--- src/logic/tou_defines.svh ---
`ifndef TOU_DEFINES_SVH
`define TOU_DEFINES_SVH
// register indices on the plain port
`define TOU_ADDR_CTRL0 4'h0
`define TOU_ADDR_IVEC 4'h8
`define TOU_ADDR_FLAGS 4'h9
`define TOU_ADDR_FSET 4'hA
`define TOU_ADDR_FCLR 4'hB
`define TOU_ADDR_OUTS 4'hC
// channel control field positions
`define TOU_CTL_OUT_BIT 0
`define TOU_CTL_IE_BIT 1
`define TOU_CTL_MODE_LSB 2
// flags word: overflow flag above the channel flags
`define TOU_FLAG_OVF_BIT 7
`define TOU_OVF_IE_BIT 8
// vector codes
`define TOU_IV_NONE 4'h0
`define TOU_IV_OVF 4'hE
`define TOU_RST_CTL 16'h0000
`endif

--- src/logic/tou_pkg.sv ---
package tou_pkg;
  typedef enum logic [2:0] {
    TOU_M_OUT, TOU_M_SET, TOU_M_TGL_RST, TOU_M_SET_RST,
    TOU_M_TGL, TOU_M_RST, TOU_M_TGL_SET, TOU_M_RST_SET
  } tou_mode_t;
endpackage

--- src/logic/tou_out_unit.sv ---
`timescale 1ns/1ps
`default_nettype none
`include "tou_defines.svh"
module tou_out_unit (
  // clock and reset
  input wire logic clock,
  input wire logic rst_n,
  // controls
  input wire logic [2:0] output_mode_field,
  input wire logic out_bit,
  input wire logic channel_match_event,
  input wire logic period_match_event,
  input wire logic timer_clear,
  // result
  output logic channel_output
);
  typedef struct packed {
    logic q;
  } tou_ou_st_t;
  tou_ou_st_t s_q, s_d;
  tou_pkg::tou_mode_t m;
  assign m = tou_pkg::tou_mode_t'(output_mode_field);
  always_comb begin
    s_d = s_q;
    case (m)
      tou_pkg::TOU_M_OUT: s_d.q = out_bit;
      tou_pkg::TOU_M_SET: begin
        if (timer_clear) s_d.q = 1'b0;
        else if (channel_match_event) s_d.q = 1'b1;
      end
      tou_pkg::TOU_M_TGL_RST: begin
        if (period_match_event) s_d.q = 1'b0;
        else if (channel_match_event) s_d.q = ~s_q.q;
      end
      tou_pkg::TOU_M_SET_RST: begin
        if (period_match_event) s_d.q = 1'b0;
        else if (channel_match_event) s_d.q = 1'b1;
      end
      tou_pkg::TOU_M_TGL: if (channel_match_event) s_d.q = ~s_q.q;
      tou_pkg::TOU_M_RST: if (channel_match_event) s_d.q = 1'b0;
      tou_pkg::TOU_M_TGL_SET: begin
        if (period_match_event) s_d.q = 1'b1;
        else if (channel_match_event) s_d.q = ~s_q.q;
      end
      tou_pkg::TOU_M_RST_SET: begin
        if (period_match_event) s_d.q = 1'b1;
        else if (channel_match_event) s_d.q = 1'b0;
      end
      default: s_d = s_q;
    endcase
  end
  always_ff @(posedge clock or negedge rst_n) begin
    if (!rst_n) s_q <= '0;
    else s_q <= s_d;
  end
  assign channel_output = (m == tou_pkg::TOU_M_OUT) ? out_bit : s_q.q;
endmodule
`default_nettype wire

--- src/logic/tou_top.sv ---
// Functional notes
// - each channel owns an eight-mode output unit
// - high hiz pin tristates all outputs
// - outputs change on clock edge only
// - mode zero follows out bit immediately
// - set mode holds until timer clear, reset mode is sticky
// - paired modes act on both matches; channel zero takes its own match as the period match
// - toggle mode ignores period match
// - up mode period event is rollover
// - up/down matches in both directions
// - two interrupt requests provided
// - flags set by match, capture, software
// - request needs enable and global enable
// - channel zero flag cleared on acknowledge
// - vector shows highest enabled pending source except channel zero
// - vector access clears reported flag
// - even codes, lower wins, overflow fourteen
// - compare match raises event and flag
`timescale 1ns/1ps
`default_nettype none
`include "tou_defines.svh"
module tou_top #(
  parameter int NCH = 7,
  parameter int CW = 16
) (
  // clock and reset
  input wire logic clock,
  input wire logic nrst,
  // register port
  input wire logic [3:0] addr,
  input wire logic [15:0] wdata,
  input wire logic wr,
  input wire logic rd,
  output logic [15:0] rdata,
  // timer state from counter
  input wire logic [CW-1:0] count_value,
  input wire logic counting,
  input wire logic up_mode,
  input wire logic timer_clear,
  input wire logic overflow_event,
  input wire logic [CW-1:0] period_latch,
  input wire logic [NCH*CW-1:0] channel_compare_latch,
  input wire logic [NCH-1:0] capture_mode,
  input wire logic [NCH-1:0] capture_event,
  // cpu side
  input wire logic global_irq_enable,
  input wire logic irq0_ack,
  output logic irq0,
  output logic irq_shared,
  // tristate pin function
  input wire logic outputs_hiz_pin_function,
  input wire logic hiz_pin,
  // channel outputs
  output logic [NCH-1:0] channel_output,
  output logic [NCH-1:0] channel_output_oe
);
  typedef struct packed {
    logic [2:0] pin;
    logic [NCH-1:0][15:0] ctl;
    logic [NCH-1:0] flag;
    logic ovf_flag;
    logic ovf_ie;
    logic [CW-1:0] last_count;
    logic [15:0] rdata;
  } tou_st_t;
  tou_st_t s_q, s_d;
  logic rst_n;
  logic [1:0] rs_q;
  logic [NCH-1:0] ch_match, ie, out_raw;
  logic [3:0] iv;
  logic hiz;

  // reset released through two flops, kept apart from the state word
  always_ff @(posedge clock or negedge nrst) begin
    if (!nrst) begin
      rs_q <= 2'b00;
    end else begin
      rs_q <= {rs_q[0], 1'b1};
    end
  end
  assign rst_n = rs_q[1];

  // priority encoder, used for read and for clear
  function automatic logic [3:0] ivec(
    input logic [NCH-1:0] f,
    input logic [NCH-1:0] e,
    input logic of,
    input logic oe
  );
    logic [3:0] r;
    r = `TOU_IV_NONE;
    if (of && oe) begin
      r = `TOU_IV_OVF;
    end
    // channel 1 scanned last so it wins; channel 0 is not scanned
    for (int i = NCH - 1; i >= 1; i--) begin
      if (f[i] && e[i]) begin
        r = 4'(2 * i);
      end
    end
    return r;
  endfunction

  // equal and moved since last cycle: a count held still matches once
  function automatic logic hit(
    input logic [CW-1:0] cnt,
    input logic [CW-1:0] last,
    input logic [CW-1:0] lat
  );
    return (cnt == lat) && (cnt != last);
  endfunction

  always_comb begin
    ch_match = '0;
    ie = '0;
    for (int i = 0; i < NCH; i++) begin
      ie[i] = s_q.ctl[i][`TOU_CTL_IE_BIT];
      if (counting && !capture_mode[i]) begin
        ch_match[i] = hit(count_value, s_q.last_count,
                          channel_compare_latch[i*CW +: CW]);
      end
    end
  end

  logic period_ev;
  // rollover to zero in up mode
  always_comb begin
    period_ev = 1'b0;
    if (counting) begin
      if (up_mode) begin
        period_ev = (count_value == '0) && (s_q.last_count == period_latch);
      end else begin
        period_ev = hit(count_value, s_q.last_count, period_latch);
      end
    end
  end

  assign iv = ivec(s_q.flag, ie, s_q.ovf_flag, s_q.ovf_ie);

  always_comb begin
    s_d = s_q;
    s_d.last_count = count_value;
    // three stage pin sampling
    s_d.pin = {s_q.pin[1:0], hiz_pin};
    // software writes first so hardware sets win
    if (wr) begin
      if (addr < 4'(NCH)) begin
        s_d.ctl[addr[2:0]] = wdata;
      end
      case (addr)
        `TOU_ADDR_FSET: begin
          s_d.flag = s_q.flag | wdata[NCH-1:0];
          s_d.ovf_flag = s_q.ovf_flag | wdata[`TOU_FLAG_OVF_BIT];
        end
        `TOU_ADDR_FCLR: begin
          s_d.flag = s_q.flag & ~wdata[NCH-1:0];
          s_d.ovf_flag = s_q.ovf_flag & ~wdata[`TOU_FLAG_OVF_BIT];
        end
        `TOU_ADDR_FLAGS: begin
          s_d.ovf_ie = wdata[`TOU_OVF_IE_BIT];
        end
        default: begin
        end
      endcase
    end
    if ((wr || rd) && addr == `TOU_ADDR_IVEC) begin
      if (iv == `TOU_IV_OVF) begin
        s_d.ovf_flag = 1'b0;
      end else if (iv != `TOU_IV_NONE) begin
        s_d.flag[iv[3:1]] = 1'b0;
      end
    end
    if (irq0_ack) begin
      s_d.flag[0] = 1'b0;
    end
    s_d.flag = s_d.flag | ch_match | (capture_event & capture_mode);
    if (overflow_event) begin
      s_d.ovf_flag = 1'b1;
    end
    // read data stands one cycle, zero otherwise
    s_d.rdata = 16'h0000;
    if (rd) begin
      if (addr < 4'(NCH)) begin
        s_d.rdata = s_q.ctl[addr[2:0]];
      end else begin
        case (addr)
          `TOU_ADDR_IVEC: s_d.rdata = {12'h000, iv};
          `TOU_ADDR_FLAGS: begin
            s_d.rdata = 16'({s_q.ovf_ie, s_q.ovf_flag, s_q.flag});
          end
          `TOU_ADDR_OUTS: s_d.rdata = 16'(channel_output);
          default: s_d.rdata = 16'h0000;
        endcase
      end
    end
  end

  always_ff @(posedge clock or negedge rst_n) begin
    if (!rst_n) begin
      s_q.pin <= '0;
      s_q.ctl <= '0;
      s_q.flag <= '0;
      s_q.ovf_flag <= 1'b0;
      s_q.ovf_ie <= 1'b0;
      s_q.last_count <= '0;
      s_q.rdata <= '0;
    end else begin
      s_q.pin <= s_d.pin;
      s_q.ctl <= s_d.ctl;
      s_q.flag <= s_d.flag;
      s_q.ovf_flag <= s_d.ovf_flag;
      s_q.ovf_ie <= s_d.ovf_ie;
      s_q.last_count <= s_d.last_count;
      s_q.rdata <= s_d.rdata;
    end
  end
  assign rdata = s_q.rdata;

  assign irq0 = s_q.flag[0] && ie[0] && global_irq_enable;
  // pending enabled source other than channel 0 drives shared line
  assign irq_shared = (iv != `TOU_IV_NONE) && global_irq_enable;

  genvar g;
  generate
    for (g = 0; g < NCH; g++) begin : g_ou
      tou_out_unit u_ou (
        .clock(clock),
        .rst_n(rst_n),
        .output_mode_field(s_q.ctl[g][`TOU_CTL_MODE_LSB +: 3]),
        .out_bit(s_q.ctl[g][`TOU_CTL_OUT_BIT]),
        .channel_match_event(ch_match[g]),
        .period_match_event(g == 0 ? ch_match[0] : period_ev),
        .timer_clear(timer_clear),
        .channel_output(out_raw[g])
      );
    end
  endgenerate

  // agreed pin level forces high impedance
  assign hiz = outputs_hiz_pin_function && s_q.pin[2] && s_q.pin[1];
  assign channel_output = out_raw;
  assign channel_output_oe = {NCH{~hiz}};
endmodule
`default_nettype wire

--- config.mk ---
export PLATFORM = sky130hd
export DESIGN_NAME = tou_top
export DESIGN_NICKNAME = d
export VERILOG_FILES = /design/src/logic/tou_pkg.sv /design/src/logic/tou_out_unit.sv /design/src/logic/tou_top.sv
export VERILOG_INCLUDE_DIRS = /design/src /design/src/logic
export SDC_FILE = /design/constraint.sdc
export NUM_CORES = 1
export LEC_CHECK = 0
export BUFFER_PORTS_ARGS = -buffer_cell sky130_fd_sc_hd__clkbuf_2
export CORE_UTILIZATION = 56
export DETAILED_ROUTE_END_ITERATION = 12
export GPL_TIMING_DRIVEN = 0
export PLACE_DENSITY = 0.92
export SYNTH_ARGS = -nofsm -noshare
export SYNTH_HDL_FRONTEND = slang
export SYNTH_SLANG_ARGS = --single-unit
--- constraint.sdc ---
create_clock -name clock -period 6.05 [get_ports clock]
set_input_delay 0.3025 -clock clock [delete_from_list [all_inputs] [get_ports clock]]
set_output_delay 0.3025 -clock clock [all_outputs]
set_load 0.02 [all_outputs]
==> run_results.csv <==
group,metric,value,unit
yosys,syn_area,0.0102,mm^2
timing,fmax,302,MHz
yosys,avgSynthCellArea,10.8,um^2
yosys,ys_ff_latch,165,
worst_setup_path,critical_path.startpoint_type,"input pin",
clock_tree,clock_latency,440,ps
worst_setup_path,cp_slowest_cell,"dlygate4sd3_1",
clock_tree,clock-sinks,165,
clock_tree,cts-htree-levels,4,
yosys,synth_nets,1141,
route,postRouteAntennaNets,0,
timing,hold_viol,0,
power_and_ir_drop,seq_power_share,0.407,
worst_setup_path,crit_required,6370,ps
clock_tree,cts_inserted_buffers,17,
power_and_ir_drop,clock_power_share,0.289,
power_and_ir_drop,leakagePower,5.49,nW
yosys,synth-edff-count,0,
timing,grt_setup_unrepaired,"false",
place,gp_congestion,1.00,
floorplan,chipHeight,137,um
timing,setup_tns,0,ps
place,placed_area,0.0116,mm^2
route,first_iter_violations,1080,
timing,period_share,0.547,
place,post-place-ws,2900,ps
cells_and_area,postLayoutCellArea,0.0124,mm^2
clock_tree,clk_path_buf_depth,2,
floorplan,rows,48,
power_and_ir_drop,p_comb_frac,0.304,
floorplan,dieArea,0.0187,mm^2
power_and_ir_drop,internal-power,2.49,mW
global_route,grt_use_total,0.361,
route,vias,8948,
cells_and_area,n_antenna_cell,0,
cells_and_area,nets,1398,
timing,fin_crit,3310,ps
route,routed_wl,32500,um
floorplan,start_util,0.581,
route,drt_pre_antenna_iters,5,
global_route,grt_pass1_vias,9014,
cells_and_area,area_growth,21.6,%
power_and_ir_drop,p_switching,1.23,mW
power_and_ir_drop,ir_worst_vdd,244,uV
floorplan,io_pins,222,
place,dpl.hpwl,23600,um
global_route,antenna_found_initial,1,
yosys,synth_ff_type,"dfrtp_1",
timing,worst_pin_slew,939,ps
yosys,ys_types,64,
clock_tree,cts_tree,"built",
yosys,syn_inst,939,
worst_hold_path,hold_class,"input pin to flop",
global_route,grt_pass1_wl,49300,um
yosys,ys_warn_count,0,
clock_tree,clock-root-buffer,"clkbuf_16",
power_and_ir_drop,switching_share,0.330,
yosys,async_flop_share,1.00,
timing,setup_ws,2740,ps
floorplan,core_area,0.0175,mm^2
timing,slew_viol_final,0,
job,max_cap_viol_count,0,
route,routedWlPerCell,22.6,um
worst_setup_path,cp_common_cell,"nand2_1",
worst_setup_path,critPathKind,"input pin to flop",
global_route,grt_max_degree,59,
route,drc_errors,0,
clock_tree,cts.clk_slew.worst_paths,60,ps
global_route,grt_overflow,0,
floorplan,die_w,137,um
cells_and_area,drive_gt1_frac,0.374,
worst_setup_path,max_stage_delay,560,ps
status,status,"completed",
timing,fin_skew,11.1,ps
worst_setup_path,crit_chain,"dlygate4sd3_1, clkbuf_2, buf_2, xnor2_1, nand4_1, o41a_1, and3_2, inv_1, ha_1, mux2_2, nand2_1, nand2_1, o32a_1, o31a_1",
place,io_buffers,218,
clock_tree,cts_resized,0,
worst_setup_path,cp-end-kind,"flop",
worst_setup_path,cp_max_fo,10,
route,vias_per_cell,6.24,
timing,setup_violations,0,
worst_setup_path,crit_arrival,3630,ps
power_and_ir_drop,power_per_cell_area,300,mW/mm^2
yosys,yosysSeqAreaShare,0.406,
timing,slew_headroom,0.374,
-- worst max-delay path, delay by kind of cell --
| kind | cells | cell delay, ps |
|---|---|---|
| muxes | 1 | 260 |
| adders and majority gates | 1 | 280 |
| xor gates and xnor gates | 1 | 170 |
| buffers and inverters | 4 | 1210 |
| AOI/OAI and AO/OA | 3 | 870 |
| and+or+nand+nor | 4 | 530 |
-- kinds of logic after synthesis --
logic type / Yosys count / share of synthesized area
xor+xnor: 161 / 0.138
simple gates: 227 / 0.117
flops: 165 / 0.406
compound gates: 115 / 0.0768
other cells: 1 / 0.000368
mux: 158 / 0.189
fa+ha+maj: 12 / 0.0147
buf+inv: 100 / 0.0575
-- cell usage after synthesis, drive strengths merged (3+ instances only) --
library cell	n	area, um^2
a2111oi	3	38.8
a211oi	7	52.6
a21oi	31	163
a22oi	8	60.1
a31oi	3	18.8
and2	8	50.1
and3	10	63.8
buf	56	420
clkbuf	28	105
dfrtp	165	4130
ha	12	150
inv	16	60.1
mux2	116	1310
mux2i	26	260
mux4	16	360
nand2	49	184
nand2b	3	18.8
nand3	21	105
nand3b	3	22.5
nand4	28	175
nor2	50	188
nor2b	10	62.6
nor3	20	100
nor4	13	103
o211ai	11	82.6
o21ai	18	90.1
o22ai	7	43.8
o31a	3	26.3
o31ai	5	37.5
or3	5	41.3
xnor2	123	1080
xor2	38	333
-- layout by cell type (no fill, tap or decap), types with 28 or more instances in the layout --
cell / Yosys / layout
dfrtp_1: 165 / 164
a21oi_1: 29 / 29
nand2_1: 49 / 49
clkbuf_2: 0 / 218
xor2_1: 38 / 38
nor2_1: 50 / 50
buf_4: 32 / 32
nand4_1: 28 / 28
mux2_2: 116 / 116
clkbuf_1: 28 / 28
xnor2_1: 123 / 123
-- metrics by stage --
stage                     power (mW)  hold slack [ps]  utilization  std cells
final                           3.71             66.4        0.706       1434
after global routing            3.86             56.2        0.706       1434
after CTS                       3.69             4.82        0.705       1433
after detailed placement        2.59             88.3        0.662       1384
after global placement          2.52             88.3        0.659       1382
after floorplan                 2.23             6.91            -        939
-- final timing paths --
path,slack [ps],startpoint,endpoint,cells after the start
worst min register to register,350,s_d[154],s_d[155],0
min in group asynchronous,180,nrst,rs_q[1],2
worst max register to register,3050,s_q[18],g_ou[1].u_ou.s_q,11
worst min-delay path,70,overflow_event,s_q[33],2
worst max-delay path,2740,count_value[6],g_ou[1].u_ou.s_q,14
max in group asynchronous,4910,rs_q[1],s_q[33],1
-- power groups by stage --
stage                     clock [mW]  combinational (mW)  sequential [mW]
final                           1.07                1.13             1.51
after global placement             0                1.02             1.50
after floorplan                    0               0.775             1.46
after detailed placement           0                1.08             1.51
after CTS                       1.08                1.11             1.50
after global routing            1.12                1.21             1.53
-- metal layers --
layer / vias to the layer above / track usage / share of wire
met1: 4385 / 0.470 / 0.39
li1: 3831 / - / -
met4: 2 / 0.161 / 0.039
met5: - / 0 / 0.00040
met2: 604 / 0.553 / 0.45
met3: 126 / 0.113 / 0.11
-- layout make-up --
cell class / instances / area [um^2]
tap: 225 / 282
clock buffer: 20 / 467
inverter: 16 / 60.1
buffer: 84 / 526
timing repair buffer: 238 / 1330
fill: 1215 / 5160
clock inverter: 12 / 120
sequential: 165 / 4130
multi-input combinational: 674 / 5470
-- registers in the layout (all words and copies together) (netlist names) --
register,cells
s_d,2
g_ou.u_ou.s_q,7
ie,7
rs_q,2
s_q,131
rdata,16
-- timing repair --
action	in CTS	in global routing
hold endpoints to repair	18	1
hold buffers	17	1
setup endpoints to repair	0	0
buffers inserted	0	0
Note: power is estimated with default switching activity, not from simulation.
